$ cat src/rtca_defs.vh
`ifndef RTCA_DEFS_VH
`define RTCA_DEFS_VH

// Register byte offsets.
`define RTCA_OFS_CTRL 8'h00
`define RTCA_OFS_IRQ_STAT 8'h04
`define RTCA_OFS_IRQ_MASK 8'h08

// Alarm control field positions.
`define RTCA_BIT_ENABLE 15
`define RTCA_BIT_CHIME 14
`define RTCA_BIT_PIV 13
`define RTCA_BIT_SYNC 12
`define RTCA_INTERVAL_HI 11
`define RTCA_INTERVAL_LO 8
`define RTCA_REPEAT_HI 7
`define RTCA_REPEAT_LO 0

// Interrupt status bit positions and width.
`define RTCA_IRQ_EVENT 0
`define RTCA_IRQ_DONE 1
`define RTCA_IRQ_W 2

// Reset and reload values.
`define RTCA_CTRL_RESET 16'h0000
`define RTCA_REPEAT_MAX 8'hff
`define RTCA_REPEAT_ZERO 8'h00

// Interval codes and unit count.
`define RTCA_INT_HALF 4'h0
`define RTCA_INT_YEAR 4'h9
`define RTCA_UNITS 9

// Timing.
`define RTCA_CLK_PERIOD_NS 25
`define RTCA_HALF_SEC_NS 500000000
`define RTCA_HALF_SEC_CYCLES (`RTCA_HALF_SEC_NS / `RTCA_CLK_PERIOD_NS)
`define RTCA_SYNC_WINDOW 32

`endif

$ cat src/rtca_alarm_ctrl.v
`timescale 1ns/100ps
`include "rtca_defs.vh"

module rtca_alarm_ctrl #(
  parameter HALF_SEC_CYCLES = `RTCA_HALF_SEC_CYCLES,
  parameter UNITS = `RTCA_UNITS
) (
  input wire hclk,
  input wire hresetn,
  input wire hsel,
  input wire [31:0] haddr,
  input wire [1:0] htrans,
  input wire hwrite,
  input wire [2:0] hsize,
  input wire [31:0] hwdata,
  input wire hready,
  output reg [31:0] hrdata,
  output wire hreadyout,
  output wire hresp,
  input wire module_on,
  input wire [UNITS-1:0] unit_rollover,
  output wire half_tick,
  output wire alarm_pulse,
  output wire alarm_event,
  output wire irq
);

  ////////////////////////////////////////////////////////////////////////////////
  // Alarm control state.

  reg alarm_enable;
  reg chime;
  reg pulse_level;
  reg rollover_proximity_flag;
  reg [3:0] interval_select;
  reg [7:0] repeat_counter;
  reg [`RTCA_IRQ_W-1:0] irq_status;
  reg [`RTCA_IRQ_W-1:0] irq_mask;
  reg [31:0] half_cnt;

  ////////////////////////////////////////////////////////////////////////////////
  // Bus slave.

  reg wr_pend;
  reg rd_pend;
  reg rd_wait;
  reg [7:0] wr_addr;
  reg [7:0] rd_addr;
  wire addr_take;
  wire wr_ctrl;
  wire wr_stat;
  wire wr_mask;
  reg [31:0] read_mux;

  assign addr_take = hsel & hready & htrans[1];

  // Reads take one wait state so that a write just before them is already visible.
  assign hreadyout = ~rd_wait;
  assign hresp = 1'b0;

  always @(posedge hclk or negedge hresetn) begin
    if (!hresetn) begin
      wr_pend <= 1'b0;
      rd_pend <= 1'b0;
      wr_addr <= 8'h00;
      rd_addr <= 8'h00;
    end else begin
      if (hready) begin
        wr_pend <= addr_take & hwrite;
        rd_pend <= addr_take & ~hwrite;
        if (addr_take) begin
          wr_addr <= haddr[7:0];
          rd_addr <= haddr[7:0];
        end
      end else begin
        wr_pend <= wr_pend;
        rd_pend <= rd_pend;
      end
    end
  end

  always @(posedge hclk or negedge hresetn) begin
    if (!hresetn) begin
      rd_wait <= 1'b0;
    end else if (addr_take & ~hwrite) begin
      rd_wait <= 1'b1;
    end else begin
      rd_wait <= 1'b0;
    end
  end

  assign wr_ctrl = wr_pend & (wr_addr == `RTCA_OFS_CTRL);
  assign wr_stat = wr_pend & (wr_addr == `RTCA_OFS_IRQ_STAT);
  assign wr_mask = wr_pend & (wr_addr == `RTCA_OFS_IRQ_MASK);

  always @* begin
    read_mux = 32'h0000_0000;
    case (rd_addr)
      `RTCA_OFS_CTRL: begin
        read_mux[`RTCA_BIT_ENABLE] = alarm_enable;
        read_mux[`RTCA_BIT_CHIME] = chime;
        read_mux[`RTCA_BIT_PIV] = pulse_level;
        read_mux[`RTCA_BIT_SYNC] = rollover_proximity_flag;
        read_mux[`RTCA_INTERVAL_HI:`RTCA_INTERVAL_LO] = interval_select;
        read_mux[`RTCA_REPEAT_HI:`RTCA_REPEAT_LO] = repeat_counter;
      end
      `RTCA_OFS_IRQ_STAT: begin
        read_mux[`RTCA_IRQ_W-1:0] = irq_status;
      end
      `RTCA_OFS_IRQ_MASK: begin
        read_mux[`RTCA_IRQ_W-1:0] = irq_mask;
      end
      default: begin
        read_mux = 32'h0000_0000;
      end
    endcase
  end

  always @(posedge hclk or negedge hresetn) begin
    if (!hresetn) begin
      hrdata <= 32'h0000_0000;
    end else if (rd_wait & rd_pend) begin
      hrdata <= read_mux;
    end
  end

  ////////////////////////////////////////////////////////////////////////////////
  // Half-second prescaler and rollover proximity.

  wire [31:0] half_last;
  wire near_rollover;

  assign half_last = HALF_SEC_CYCLES - 1;
  assign half_tick = module_on & (half_cnt == 32'h0000_0000);
  assign near_rollover = module_on & (half_cnt <= `RTCA_SYNC_WINDOW);

  always @(posedge hclk or negedge hresetn) begin
    if (!hresetn) begin
      half_cnt <= 32'h0000_0000;
    end else if (!module_on) begin
      half_cnt <= half_last;
    end else if (half_cnt == 32'h0000_0000) begin
      half_cnt <= half_last;
    end else begin
      half_cnt <= half_cnt - 32'h0000_0001;
    end
  end

  always @(posedge hclk or negedge hresetn) begin
    if (!hresetn) begin
      rollover_proximity_flag <= 1'b0;
    end else begin
      // Flag clears once the count is more than the window away, or when module_on is low.
      rollover_proximity_flag <= near_rollover;
    end
  end

  ////////////////////////////////////////////////////////////////////////////////
  // Alarm interval selection.

  wire interval_tick;

  rtca_event_gen #(
    .UNITS(UNITS)
  ) u_event_gen (
    .half_tick(half_tick),
    .unit_rollover(unit_rollover),
    .interval_select(interval_select),
    .interval_tick(interval_tick)
  );

  assign alarm_event = alarm_enable & interval_tick;

  ////////////////////////////////////////////////////////////////////////////////
  // Alarm control register and repeat logic.

  wire count_zero;
  wire stop_now;
  reg next_enable;
  reg next_chime;
  reg next_pulse;
  reg [3:0] next_interval;
  reg [7:0] next_repeat;

  assign count_zero = (repeat_counter == `RTCA_REPEAT_ZERO);
  assign stop_now = alarm_event & count_zero & ~chime;

  always @* begin
    next_enable = alarm_enable;
    next_chime = chime;
    next_pulse = pulse_level;
    next_interval = interval_select;
    next_repeat = repeat_counter;
    if (wr_ctrl) begin
      next_enable = hwdata[`RTCA_BIT_ENABLE];
      next_chime = hwdata[`RTCA_BIT_CHIME];
      next_interval = hwdata[`RTCA_INTERVAL_HI:`RTCA_INTERVAL_LO];
      next_repeat = hwdata[`RTCA_REPEAT_HI:`RTCA_REPEAT_LO];
      if (!alarm_enable) begin
        next_pulse = hwdata[`RTCA_BIT_PIV];
      end
    end
    // An event in the same cycle as a write overrides the fields it touches.
    if (alarm_event) begin
      next_pulse = ~pulse_level;
      if (!count_zero) begin
        next_repeat = repeat_counter - 8'h01;
      end else if (chime) begin
        next_repeat = `RTCA_REPEAT_MAX;
      end else begin
        next_repeat = `RTCA_REPEAT_ZERO;
      end
    end
    if (stop_now) begin
      next_enable = 1'b0;
    end
  end

  // Only hresetn, the power-on reset, reaches these flops.
  always @(posedge hclk or negedge hresetn) begin
    if (!hresetn) begin
      alarm_enable <= 1'b0;
      chime <= 1'b0;
      pulse_level <= 1'b0;
      interval_select <= 4'h0;
      repeat_counter <= `RTCA_REPEAT_ZERO;
    end else begin
      alarm_enable <= next_enable;
      chime <= next_chime;
      pulse_level <= next_pulse;
      interval_select <= next_interval;
      repeat_counter <= next_repeat;
    end
  end

  assign alarm_pulse = pulse_level;

  ////////////////////////////////////////////////////////////////////////////////
  // Interrupts.

  wire [`RTCA_IRQ_W-1:0] irq_set;

  assign irq_set = {stop_now, alarm_event};

  // Hardware set wins over a write-one-to-clear in the same cycle.
  always @(posedge hclk or negedge hresetn) begin
    if (!hresetn) begin
      irq_status <= {`RTCA_IRQ_W{1'b0}};
      irq_mask <= {`RTCA_IRQ_W{1'b0}};
    end else begin
      if (wr_stat) begin
        irq_status <= (irq_status & ~hwdata[`RTCA_IRQ_W-1:0]) | irq_set;
      end else begin
        irq_status <= irq_status | irq_set;
      end
      if (wr_mask) begin
        irq_mask <= hwdata[`RTCA_IRQ_W-1:0];
      end
    end
  end

  assign irq = |(irq_status & irq_mask);

endmodule // rtca_alarm_ctrl

$ cat src/rtca_event_gen.v
`timescale 1ns/100ps
`include "rtca_defs.vh"

module rtca_event_gen #(
  parameter UNITS = `RTCA_UNITS
) (
  input wire half_tick,
  input wire [UNITS-1:0] unit_rollover,
  input wire [3:0] interval_select,
  output reg interval_tick
);

  // Code zero is the half-second itself; codes one to nine pick a unit rollover.
  always @* begin
    interval_tick = 1'b0;
    if (interval_select == `RTCA_INT_HALF) begin
      interval_tick = half_tick;
    end else if (interval_select <= `RTCA_INT_YEAR) begin
      interval_tick = half_tick & unit_rollover[interval_select - 4'h1];
    end else begin
      // Reserved codes never fire.
      interval_tick = 1'b0;
    end
  end

endmodule // rtca_event_gen

$ cat config.mk
export PLATFORM = sky130hd
export DESIGN_NAME = rtca_alarm_ctrl
export DESIGN_NICKNAME = d
export VERILOG_FILES = /design/src/rtca_alarm_ctrl.v /design/src/rtca_event_gen.v
export VERILOG_INCLUDE_DIRS = /design/src /design/src/src
export SDC_FILE = /design/constraint.sdc
export NUM_CORES = 1
export LEC_CHECK = 0
export ABC_AREA = 1
export ABC_CLOCK_PERIOD_IN_PS = 2100
export BUFFER_PORTS_ARGS = -buffer_cell sky130_fd_sc_hd__buf_2
export CORE_AREA = 10 10 109 111
export DETAILED_ROUTE_END_ITERATION = 16
export DIE_AREA = 0 0 119 121
export GPL_ROUTABILITY_DRIVEN = 0
export GPL_TIMING_DRIVEN = 0
export MAX_ROUTING_LAYER = met4
export PLACE_DENSITY = 0.72
export REMOVE_ABC_BUFFERS = 1
export SLEW_MARGIN = 40
export SYNTH_ARGS = -nofsm -noshare
export SYNTH_HDL_FRONTEND = slang
export SYNTH_SLANG_ARGS = --single-unit
$ cat constraint.sdc
create_clock -name hclk -period 2.1 [get_ports hclk]
set_clock_uncertainty 0.15 [all_clocks]
set_input_delay 0.105 -clock hclk [delete_from_list [all_inputs] [get_ports hclk]]
set_output_delay 0.105 -clock hclk [all_outputs]
set_load 0.02 [all_outputs]
Word level (Yosys, flattened, before mapping)
Index checks and enable logic that the tools add are counted.
W data, S select, Z words.
- register bits: 79
- logic and storage cells: 74
- $add $sub $neg: 3
- order comparisons: 3
- equality and inequality tests: 3
- muxes and demuxes: 19
- bitwise operators: 23
- reduce and logical (&&, ||, !) cells: 9
- operators with widths (cell ; number):
    $mux W32 ; 2
    $le A32 B6 Y1 const B ; 1
    $logic_not A32 Y1 ; 1
    $mux W8 ; 4
    $sub A32 B1 Y32 const B ; 1
    $logic_not A8 Y1 ; 2
    $and A1 B1 Y1 ; 14
    $mux W14 ; 1
    $mux W1 ; 9
    $eq A8 B3 Y1 const B ; 1
    $eq A8 B4 Y1 const B ; 1
    $sub A8 B1 Y8 const B ; 1
    $pmux W2 S3 ; 1
    $lt A4 B5 Y1 const B ; 1
    $and A2 B2 Y2 ; 2
    $bmux W1 S4 ; 1
    $le A4 B4 Y1 const B ; 1
    $logic_not A4 Y1 ; 1
    $not A1 Y1 ; 4
    $or A2 B2 Y2 ; 2
    $reduce_and A2 Y1 ; 2
    $reduce_bool A2 Y1 ; 2
    $sub A4 B1 Y4 const B ; 1
    $mux W2 ; 1
    other kinds (3) ; 3

Depth between registers and ports, before layout
Gate-level depths: netlist (run 1).
- word-level depth: 11
- gate-level depth with buffers: 13
- gate-level depth less buffers: 13

Hierarchy
A second synthesis (run 1) with hierarchy kept.
- cells, all modules: 633
- area, all modules: 4601.9 µm²
- by module, submodules not included (module ; instances ; cells an instance ; area an instance (µm²) ; sequential area each (µm²)):
    rtca_alarm_ctrl ; 1 ; 591 ; 4404.2 ; 1976.9
    rtca_event_gen ; 1 ; 42 ; 197.7 ; 0.0

Worst setup path after synthesis (run 1)
OpenSTA, ideal clock, no wires.
- path type: register to register
- from: register interval_select[0]
- to: register repeat_counter[0]
- library setup time: 0.069 ns
- data arrival time: 1.841 ns
- data required time: 1.881 ns
- path slack: 0.041 ns
- cell stages (with the launch flop): 13
- path through: dfrtp_1 -> inv_2 -> ha_1 -> inv_1 -> nor2_1 -> nand2_1 -> a21oi_1 -> nand2_1 -> nand2_1 -> nand2_4 -> inv_1 -> nand2_1 -> nand3_1
- cells in the longest elaborated chain, start to end: 8
- RTL lines (item ; RTL line ; text):
    from (decl) ; rtca_alarm_ctrl.v:35 ; reg [3:0] interval_select;
    from (signal assigned) ; rtca_alarm_ctrl.v:231 ; interval_select <= next_interval;
    $sub A4 B1 Y4 ; rtca_event_gen.v:19 ; interval_tick = half_tick & unit_rollover[interval_select - 4'h1];
    $bmux W1 S4 ; rtca_event_gen.v:19 ;
    $mux W1 (not written as such) ; rtca_event_gen.v:19 ;
    $and A1 B1 Y1 ; rtca_event_gen.v:19 ;
    $mux W1 ; rtca_event_gen.v:18 ; end else if (interval_select <= `RTCA_INT_YEAR) begin
    $mux W1 * ; rtca_event_gen.v:16 ; if (interval_select == `RTCA_INT_HALF) begin
    $and A1 B1 Y1 * ; rtca_alarm_ctrl.v:172 ; assign alarm_event = alarm_enable & interval_tick;
    via alarm_event ; rtca_alarm_ctrl.v:24 ; output wire alarm_event,
    $mux W8 / $reduce_bool A2 Y1 (equally long branches) ; n/a ;
    to (signal assigned) ; rtca_alarm_ctrl.v:226 ; repeat_counter <= `RTCA_REPEAT_ZERO;
    to (signal assigned) ; rtca_alarm_ctrl.v:232 ; repeat_counter <= next_repeat;
    to (decl) ; rtca_alarm_ctrl.v:36 ; reg [7:0] repeat_counter;
Mark *: on every way through the listed nets, which the timed path passes. The rest lies on a longest branch. The select of a mux whose other input is x is not followed.
A chain may end at the register's enable or synchronous reset.

Final worst setup path (run 1)
- from: register half_cnt[14]
- to: register half_cnt[24]
- cells in the longest elaborated chain, start to end: 3
- RTL lines (item ; RTL line ; text):
    from (decl) ; rtca_alarm_ctrl.v:39 ; reg [31:0] half_cnt;
    from (signal assigned) ; rtca_alarm_ctrl.v:141 ; half_cnt <= half_last;
    from (signal assigned) ; rtca_alarm_ctrl.v:143 ; half_cnt <= half_last;
    from (signal assigned) ; rtca_alarm_ctrl.v:145 ; half_cnt <= half_cnt - 32'h0000_0001;
    $sub A32 B1 Y32 / $logic_not A32 Y1 (equally long branches) ; rtca_alarm_ctrl.v:145, rtca_alarm_ctrl.v:142 ;
    $mux W32 * ; rtca_alarm_ctrl.v:142 ; end else if (half_cnt == 32'h0000_0000) begin
    $mux W32 * ; rtca_alarm_ctrl.v:140 ; end else if (!module_on) begin
Mark *: on every way between the ends. The rest lies on a longest branch, timed or not.

==> results.cfg, run 1 <==
[run_status]
run_status = finished, violations left
violations_in_the_final_reports = negative setup slack

[placement]
placement.io_buffers = 59
placed_cells_incl_taps = 707
dp.final_hpwl_mm = 7.08
placed_cell_area_mm2 = 0.00462

[logic_synthesis]
yosys_warnings = 0
synthCells = 525
ys_seq_area_share_pct = 46.6
ff_latch_count_synth = 79
mappedNetlistArea_mm2 = 0.00424
synthesis.area_per_instance_um2 = 8.07
synth_cell_type_count = 38

[cts]
cts_root_buffer = sky130_fd_sc_hd__clkbuf_8
clock_latency_ps = 350
cts_tree = yes
htree_levels = 3
cts.reportedPaths.clkPinSlew_ps = 80
cts_made_buffers = 9
cts.sinks = 79
cts_buffer_depth = 2

[floorplan]
initial_utilization_pct = 44.0
number_of_core_rows = 36
die_width_um = 119
core_area_mm2 = 0.00964
die_height_um = 121
floorplan.die_area_mm2 = 0.0144
ports_placed_on_the_boundary = 122

[global_route]
grt_antenna_before_repair = 0
grt_overflow = 0
globalRouteTotalUtil_pct = 14.7
grt_start_max_net_pins = 54
vias_in_the_first_global_route = 3773
wire_length_of_the_first_global_routing_pass_mm = 17.4

[layout]
drive_above_1_share_pct = 25.3
design_area_mm2 = 0.00550
area_growth_syn_to_layout_pct = 29.8
fin_util_pct = 57.1
num-nets-final = 737
layout.cells.non_filler = 784
antenna_cells = 0

[sta]
fmaxAchievable_ghz = 0.455
finalCriticalPeriod_ps = 2200
final-hold-violation-count = 0
setup_viol_count_final = 4
finalSetupTns_ps = -272
timing.final.ws_setup_ps = -95.4
timing.final.max_slew_violations = 0
max_slew.worst_pin.slew_ps = 559
final_min_period_over_clock_period_pct = 105
rsz_0062_raised_after_global_routing = yes
worst_slew_margin_rel_pct = 62.6

[setup_path]
critPathMaxFanout = 4
critical_path_arrival_ps = 2290
start_kind = register
crit_path_end_kind = register
required_worst_endpoint_ps = 2190
worst-setup-path-type = register to register

[detailed_routing]
drt_drc_violations_left = 0
drt_first_iter_violations = 241
vias = 3800
post_route_ant_nets = 0
postRouteWirelength_mm = 10.5
routed_length_per_placed_instance_um = 13.4
detail_route.vias_per_cell = 4.85
dr.pass1.iters = 4

[flow_run]
number_of_max_cap_violations = 0

[power]
power.leakage_nw = 2.57
power.density_cell_area_mw_per_mm2 = 571
fin_total_pwr_mw = 3.14
irDropWorstVdd_v = 0.000347

[hold_path]
hold_class = input pin to asynchronous set/reset pin
critical path, cell delays in order (launching register included):
cell and delay [ps]:
sky130_fd_sc_hd__dfrtp_1 430, sky130_fd_sc_hd__nor2_2 190, sky130_fd_sc_hd__nand2_2 100, sky130_fd_sc_hd__nor2_4 120
sky130_fd_sc_hd__buf_4 120, sky130_fd_sc_hd__buf_6 80, sky130_fd_sc_hd__buf_4 90, sky130_fd_sc_hd__buf_4 90
sky130_fd_sc_hd__buf_4 80, sky130_fd_sc_hd__nand4_1 150, sky130_fd_sc_hd__nor2_2 170, sky130_fd_sc_hd__xor2_1 80
sky130_fd_sc_hd__or2_4 240
layout make-up:
type	count	area (um^2)
Timing Repair Buffer	122	878
Clock buffer	12	155
Fill cell	835	4140
Tap cell	133	166
Multi-Input combinational cell	396	2130
Clock inverter	3	42.5
Sequential cell	79	1980
Inverter	39	158
kinds of logic (layout without fill, tap and decap cells):
logic type / after synthesis / after routing / share of synthesized area (%)
buffers and inverters: 66 / 176 / 7.61
and+or+nand+nor: 286 / 286 / 29.4
adders and majority gates: 6 / 6 / 1.77
xor gates and xnor gates: 26 / 26 / 5.37
muxes: 6 / 6 / 1.59
DFF: 79 / 79 / 46.6
other: 1 / 17 / 0.0885
AOI/OAI and AO/OA: 55 / 55 / 7.56
final timing paths:
check	slack, ps	cells after the start	startpoint	to
max in group asynchronous	1220	3	hresetn	rd_addr[2]
hold reg to reg	300	1	half_cnt[0]	half_cnt[0]
min in group hclk	180	3	hsel	rd_wait
hold / removal	50	2	hresetn	interval_select[0]
setup reg to reg	-100	12	half_cnt[14]	half_cnt[24]
setup / recovery	-100	12	half_cnt[14]	half_cnt[24]
where the power goes:
part / internal [mW] / switching [mW] / leakage [nW]
combinational: 0.154 / 0.214 / 1.52
clock: 0.607 / 0.538 / 0.0985
sequential: 1.58 / 0.0459 / 0.952
synthesized netlist by cell type (all sizes together):
library cell | instances | area [um^2]
a21oi | 13 | 65.1
a22o | 1 | 8.76
and3 | 1 | 6.26
buf | 22 | 158
clkbuf | 5 | 18.8
conb | 1 | 3.75
dfrtp | 79 | 1980
ha | 6 | 75.1
inv | 39 | 146
mux2 | 6 | 67.6
nand2 | 136 | 523
nand3 | 35 | 180
nand3b | 4 | 33.8
nand4 | 7 | 43.8
nor2 | 86 | 355
nor3 | 8 | 45.0
nor3b | 1 | 7.51
nor4 | 2 | 12.5
o21a | 1 | 7.51
o21ai | 25 | 129
o22ai | 2 | 12.5
o31ai | 13 | 97.6
or2 | 6 | 37.5
xnor2 | 11 | 96.3
xor2 | 15 | 131
per-layer routing:
layer	up-vias	wire (um)	global-route usage, %
met5	-	0	-
met4	0	132	4.43
met3	11	497	3.77
met2	93	5310	24.7
met1	1783	4580	16.9
li1	1913	-	-
repair_timing:
action,4_1_cts,5_1_grt
endpoints found under the hold margin,110,0
resized for setup,26,20
hold buffers,27,0
cloned,0,0
pin swaps,11,18
setup buffers,26,10
endpoints found under the setup margin,37,28
flip-flops by register name (all words and copies together), names as in the netlist:
signal / cells
hrdata: 16
alarm_enable: 1
interval_select: 4
repeat_counter: 8
rd_wait: 1
wr_pend: 1
rollover_proximity_flag: 1
irq_mask: 2
alarm_pulse: 1
chime: 1
irq_status: 2
half_cnt: 32
rd_pend: 1
rd_addr: 8
per-stage QoR:
stage	hold slack [ps]	worst slack, ps
floorplan	-341	-10.9
global placement	138	-457
detailed placement	-154	-451
CTS	50.2	-91.6
global route	64.8	-235
finish	45.4	-95.4
layout by cell type (no fill, tap or decap), types with 13 or more instances in the layout:
| cell type | netlist | final |
|---|---|---|
| sky130_fd_sc_hd__nand2_1 | 133 | 126 |
| sky130_fd_sc_hd__dfrtp_1 | 79 | 78 |
| sky130_fd_sc_hd__nor2_1 | 79 | 65 |
| sky130_fd_sc_hd__buf_2 | 3 | 56 |
| sky130_fd_sc_hd__inv_1 | 37 | 34 |
| sky130_fd_sc_hd__buf_4 | 17 | 34 |
| sky130_fd_sc_hd__nand3_1 | 34 | 33 |
| sky130_fd_sc_hd__dlygate4sd3_1 | 0 | 27 |
| sky130_fd_sc_hd__o21ai_0 | 24 | 24 |
| sky130_fd_sc_hd__conb_1 | 1 | 17 |
| sky130_fd_sc_hd__xor2_1 | 15 | 15 |
| sky130_fd_sc_hd__nor2_2 | 4 | 14 |
| sky130_fd_sc_hd__o31ai_1 | 13 | 13 |
No activity file was read; power rests on OpenSTA's default activity.
==> run 2: changes to the inputs <==
--- a/config.mk
+++ b/config.mk
@@ -6,12 +6,11 @@
 export SDC_FILE = /design/constraint.sdc
 export NUM_CORES = 1
 export LEC_CHECK = 0
-export ABC_AREA = 1
 export ABC_CLOCK_PERIOD_IN_PS = 2100
 export BUFFER_PORTS_ARGS = -buffer_cell sky130_fd_sc_hd__buf_2
-export CORE_AREA = 10 10 109 111
+export CORE_AREA = 10 10 108 110
 export DETAILED_ROUTE_END_ITERATION = 16
-export DIE_AREA = 0 0 119 121
+export DIE_AREA = 0 0 118 120
 export GPL_ROUTABILITY_DRIVEN = 0
 export GPL_TIMING_DRIVEN = 0
 export MAX_ROUTING_LAYER = met4
==> results.cfg, run 2 <==
[run_status]
run_status = finished, violations left
violations_in_the_final_reports = negative setup slack

[sta]
setup_viol_count_final = 47
timing.final.ws_setup_ps = -499
rsz_0062_raised_after_global_routing = yes
finalCriticalPeriod_ps = 2600
final-hold-violation-count = 0
fmaxAchievable_ghz = 0.385
worst_slew_margin_rel_pct = 60.3
final_min_period_over_clock_period_pct = 124
fin_hold_ws_ps = 17.2
timing.final.max_slew_violations = 0
max_slew.worst_pin.slew_ps = 590

[logic_synthesis]
synth.most_common_cell = sky130_fd_sc_hd__dfrtp_1
synth_top_cells_by_area = sky130_fd_sc_hd__dfrtp_1, sky130_fd_sc_hd__mux2_2, sky130_fd_sc_hd__xnor2_1
synthCells = 397
yosys_warnings = 0
synth.top_cell.area_share_pct = 47.3
ys.flop_type = sky130_fd_sc_hd__dfrtp_1
synth-edff-count = 0
asyncSetResetFlopFracSynth_pct = 100
synth_largest_area_cell = sky130_fd_sc_hd__dfrtp_1
mappedNetlistArea_mm2 = 0.00418
ff_latch_count_synth = 79
synthesis.area_per_instance_um2 = 10.5
ys_seq_area_share_pct = 47.3
synth_cell_type_count = 54
netlist_top_cells_count = sky130_fd_sc_hd__dfrtp_1, sky130_fd_sc_hd__nor2_1, sky130_fd_sc_hd__nand2_1, sky130_fd_sc_hd__xnor2_1, sky130_fd_sc_hd__mux2_2

[setup_path]
required_worst_endpoint_ps = 1850
critical_path_arrival_ps = 2340
worst-setup-path-type = register to output port
start_kind = register
critPathTopFamily = simple AND/OR/NAND/NOR gates
rr_startpoint = half_cnt[25]
cell_with_the_biggest_individual_delay_on_the_critical_path = sky130_fd_sc_hd__or4_4
critical_path.reg2reg.endpoint = half_cnt[31]
path_cells = or4_4 > or2_4 > nor4_4 > and4b_1 > buf_6
critPathMaxFanout = 4
crit_path_end_kind = output port
critPathBufInv = 1
ff2ff_setup_slack_ps = -420
worst_r2r_path_depth = 7
slowest_delay_ps = 550

[power]
fin_total_pwr_mw = 3.80
irDropWorstVdd_v = 0.000318
power.density_cell_area_mw_per_mm2 = 664
power.leakage_nw = 2.46

[global_route]
grt_antenna_before_repair = 0
globalRouteTotalUtil_pct = 15.1
vias_in_the_first_global_route = 3567
grt_start_max_net_pins = 59
grt_overflow = 0
wire_length_of_the_first_global_routing_pass_mm = 17.4

[layout]
antenna_cells = 0
reg.largest.list = half_cnt x32, hrdata x16
ff_latch_area_mm2 = 0.00198
fillers = 759
largest_register = half_cnt
largest_register_ff_count = 32
multiInputGateArea_mm2 = 0.00238
drive_above_1_share_pct = 37.6
final_cell_mix = sky130_fd_sc_hd__dfrtp_1, sky130_fd_sc_hd__buf_2, sky130_fd_sc_hd__nand2_1, sky130_fd_sc_hd__dlygate4sd3_1, sky130_fd_sc_hd__buf_4
area_growth_syn_to_layout_pct = 36.7
most_common_library_cell_in_the_layout_ignoring_fill_and_taps = sky130_fd_sc_hd__dfrtp_1
design_area_mm2 = 0.00572
num-nets-final = 603

[detailed_routing]
vias = 3405
postRouteWirelength_mm = 10.7
routed_length_per_placed_instance_um = 16.4
route.top_layer_used = met4
detail_route.vias_per_cell = 5.23
post_route_ant_nets = 0
route.met2.wl_mm = 5.68
met3RoutedLength_um = 458
drt_first_iter_violations = 145
dr.pass1.iters = 4
m1WireLength_mm = 4.47
drt_drc_violations_left = 0

[hold_path]
hold_class = input pin to asynchronous set/reset pin

[placement]
dp.final_hpwl_mm = 6.75
placement.io_buffers = 59
placed_cell_area_mm2 = 0.00455

[cts]
cts_buffer_depth = 2
cts.reportedPaths.clkPinSlew_ps = 90
htree_levels = 3
cts_root_buffer = sky130_fd_sc_hd__clkbuf_8
cts_tree = yes
cts_made_buffers = 9
cts.sinks = 79
clock_latency_ps = 350

[floorplan]
floorplan.die_area_mm2 = 0.0142
ports_placed_on_the_boundary = 122
number_of_core_rows = 36
core_area_mm2 = 0.00955
initial_utilization_pct = 43.8
die_height_um = 120
die_width_um = 118

[flow_run]
number_of_max_cap_violations = 0
==> run 2: changes by cell type in the layout (fill, tap and decap cells not counted), moves of 14 or more <==
cell	previous run	this run
sky130_fd_sc_hd__nand2_1	126	29
sky130_fd_sc_hd__nor2_1	65	19
sky130_fd_sc_hd__nand3_1	33	9
sky130_fd_sc_hd__inv_1	34	14
sky130_fd_sc_hd__o21ai_0	24	9
sky130_fd_sc_hd__a22o_1	1	15
==> run 2: routing by layer <==
layer  up-vias  track usage [%]
met4         0             4.02
met2        90             26.5
met1      1701             17.0
li1       1606                -
met3         8             3.38
met5         -                -
==> run 2: layout make-up <==
type	instances	share of cell area (%)
Multi-Input combinational cell	285	41.6
Sequential cell	79	34.6
Timing Repair Buffer	122	16.4
Tap cell	133	2.91
Clock buffer	10	2.23
Clock inverter	6	1.18
Inverter	16	1.09
==> run 2: logic make-up after synthesis <==
| group | after synthesis | synth area share (%) |
|---|---|---|
| other cells | 1 | 0.0897 |
| simple gates | 140 | 18.9 |
| xor+xnor | 33 | 6.91 |
| compound gates | 52 | 8.68 |
| mux | 36 | 9.81 |
| buf+inv | 50 | 6.52 |
| flops | 79 | 47.3 |
| fa+ha+maj | 6 | 1.79 |
==> run 2: repair_timing <==
item,4_1_cts,5_1_grt
gates cloned,2,1
gates resized for setup,46,43
endpoints found under the setup margin,63,53
endpoints found under the hold margin,109,0
buffers inserted,25,7
hold buffers,27,0
pin swaps,17,26
==> run 2: power breakdown <==
part / internal (mW) / switching (mW) / leakage, nW
Clock: 0.556 / 0.583 / 0.0933
Sequential: 1.62 / 0.136 / 0.985
Combinational: 0.476 / 0.424 / 1.38
Total: 2.66 / 1.14 / 2.46
==> run 2: how the worst max path moves through the flow <==
stage | slack (ps) | to | startpoint | depth (start not counted)
floorplan | -700 | alarm_event | half_cnt[25] | 4
global placement | -1270 | hrdata[11] | rd_addr[5] | 4
detailed placement | -1010 | repeat_counter[0] | interval_select[0] | 7
CTS | -500 | alarm_enable | half_cnt[27] | 6
global route | -560 | alarm_event | half_cnt[9] | 5
finish | -500 | alarm_event | half_cnt[9] | 5
==> run 2: metrics by stage <==
step	utilization (%)	cells	setup slack (ps)	setup TNS, ps
2_1_floorplan	-	379	-695	-21070
5_1_grt	59.9	651	-562	-19140
3_5_place_dp	47.6	574	-1010	-35030
6_report	59.9	651	-499	-15930
3_3_place_gp	47.0	571	-1270	-49980
4_1_cts	57.4	644	-497	-17670
==> run 3: changes to the inputs <==
--- a/config.mk
+++ b/config.mk
@@ -14,7 +14,7 @@
 export GPL_ROUTABILITY_DRIVEN = 0
 export GPL_TIMING_DRIVEN = 0
 export MAX_ROUTING_LAYER = met4
-export PLACE_DENSITY = 0.72
+export PLACE_DENSITY_LB_ADDON = 0.12
 export REMOVE_ABC_BUFFERS = 1
 export SLEW_MARGIN = 40
 export SYNTH_ARGS = -nofsm -noshare
==> results.cfg, run 3 (synthesized netlist as in run 2, its figures left out) <==
[run_status]
run_status = finished, violations left
violations_in_the_final_reports = negative setup slack

[sta]
worst_slew_margin_rel_pct = 60.6
setup_viol_count_final = 47
fmaxAchievable_ghz = 0.401
max_slew.worst_pin.slew_ps = 586
rsz_0062_raised_after_global_routing = yes
timing.final.ws_setup_ps = -394
final_min_period_over_clock_period_pct = 119
timing.final.max_slew_violations = 0
final-hold-violation-count = 0
finalCriticalPeriod_ps = 2490

[flow_run]
number_of_max_cap_violations = 0

[detailed_routing]
detail_route.vias_per_cell = 4.89
dr.pass1.iters = 4
routed_length_per_placed_instance_um = 15.3
drt_drc_violations_left = 0
drt_first_iter_violations = 162
post_route_ant_nets = 0
vias = 3158
postRouteWirelength_mm = 9.88

[placement]
worst_slack_at_placement_ps = -904
placement.io_buffers = 59
dp.final_hpwl_mm = 6.45
placed_cell_area_mm2 = 0.00455

[cts]
cts_tree = yes
cts_buffer_depth = 2
cts_made_buffers = 9
cts.sinks = 79
cts.reportedPaths.clkPinSlew_ps = 90
cts_root_buffer = sky130_fd_sc_hd__clkbuf_8
clock_latency_ps = 350
htree_levels = 3

[setup_path]
worst-setup-path-type = register to output port
critical_path_arrival_ps = 2240
crit_path_end_kind = output port
start_kind = register
required_worst_endpoint_ps = 1850
critPathMaxFanout = 4
rr_startpoint = half_cnt[15]
worstSetupStartpoint = half_cnt[15]
critPathTopFamily = simple AND/OR/NAND/NOR gates
cell_with_the_biggest_individual_delay_on_the_critical_path = sky130_fd_sc_hd__or4_4
slowest_delay_ps = 540
path_cells = or4_4 > or2_4 > nor4_4 > and4b_1 > buf_6
critPathBufInv = 1

[global_route]
wire_length_of_the_first_global_routing_pass_mm = 16.6
globalRouteTotalUtil_pct = 14.2
grt_antenna_before_repair = 0
grt_start_max_net_pins = 44
vias_in_the_first_global_route = 3357
grt_overflow = 0

[floorplan]
core_area_mm2 = 0.00955
initial_utilization_pct = 43.8
die_height_um = 120
die_width_um = 118
ports_placed_on_the_boundary = 122
floorplan.die_area_mm2 = 0.0142
number_of_core_rows = 36

[layout]
largest_register = half_cnt
drive_above_1_share_pct = 33.7
reg.largest.list = half_cnt x32, hrdata x16
final_cell_mix = sky130_fd_sc_hd__dfrtp_1, sky130_fd_sc_hd__buf_2, sky130_fd_sc_hd__nor2_1, sky130_fd_sc_hd__nand2_1, sky130_fd_sc_hd__dlygate4sd3_1
area_growth_syn_to_layout_pct = 32.8
num-nets-final = 598
antenna_cells = 0
design_area_mm2 = 0.00555
largest_register_ff_count = 32
most_common_library_cell_in_the_layout_ignoring_fill_and_taps = sky130_fd_sc_hd__dfrtp_1

[power]
power.density_cell_area_mw_per_mm2 = 710
irDropWorstVdd_v = 0.000313
power.leakage_nw = 2.46
fin_total_pwr_mw = 3.94

[hold_path]
hold_class = input pin to asynchronous set/reset pin
[run 3: worst paths after layout]
| kind | to | slack [ps] | cells past startpoint |
|---|---|---|---|
| max | alarm_event | -390 | 5 |
| min | interval_select[1] | 70 | 2 |
| max reg2reg | repeat_counter[4] | -390 | 6 |
| min reg2reg | hrdata[12] | 320 | 1 |
| max in group asynchronous | half_cnt[19] | 1190 | 3 |
| min in group hclk | rd_wait | 170 | 3 |
[run 3: repair_timing]
action	4_1_cts	5_1_grt
hold buffers	27	0
hold endpoints to repair	110	0
setup buffers	21	7
gates resized for setup	36	11
cloned	0	1
setup endpoints to repair	64	52
pin swaps	15	4
[run 3: per-stage QoR]
step | hold slack [ps] | utilization (%) | TNS, ps | cells
CTS | 70.7 | 57.0 | -10970 | 638
floorplan | -341 | - | -21070 | 379
detailed placement | -112 | 47.7 | -35310 | 574
global route | 94.3 | 58.2 | -16190 | 646
global placement | 144 | 47.0 | -52760 | 571
finish | 70.8 | 58.2 | -13050 | 646
[run 3: area by class of cell]
type	count	area (um^2)
fill	849	4000
multi-input combinational	284	2200
inverter	16	60.1
timing repair buffer	118	905
clock buffer	11	141
clock inverter	5	105
tap	133	166
sequential	79	1980
[run 3: layer usage]
metal | up-vias | track usage, % | share of wire (%)
met5 | - | - | 0
met4 | 0 | 5.33 | 1.2
met3 | 8 | 2.58 | 3.1
met2 | 46 | 23.9 | 50
met1 | 1519 | 16.8 | 46
li1 | 1585 | - | -
[run 3: power by group]
group          switching [mW]  internal [mW]  total [mW]
clock                   0.574          0.823        1.40
sequential              0.135           1.62        1.76
combinational           0.370          0.417       0.787
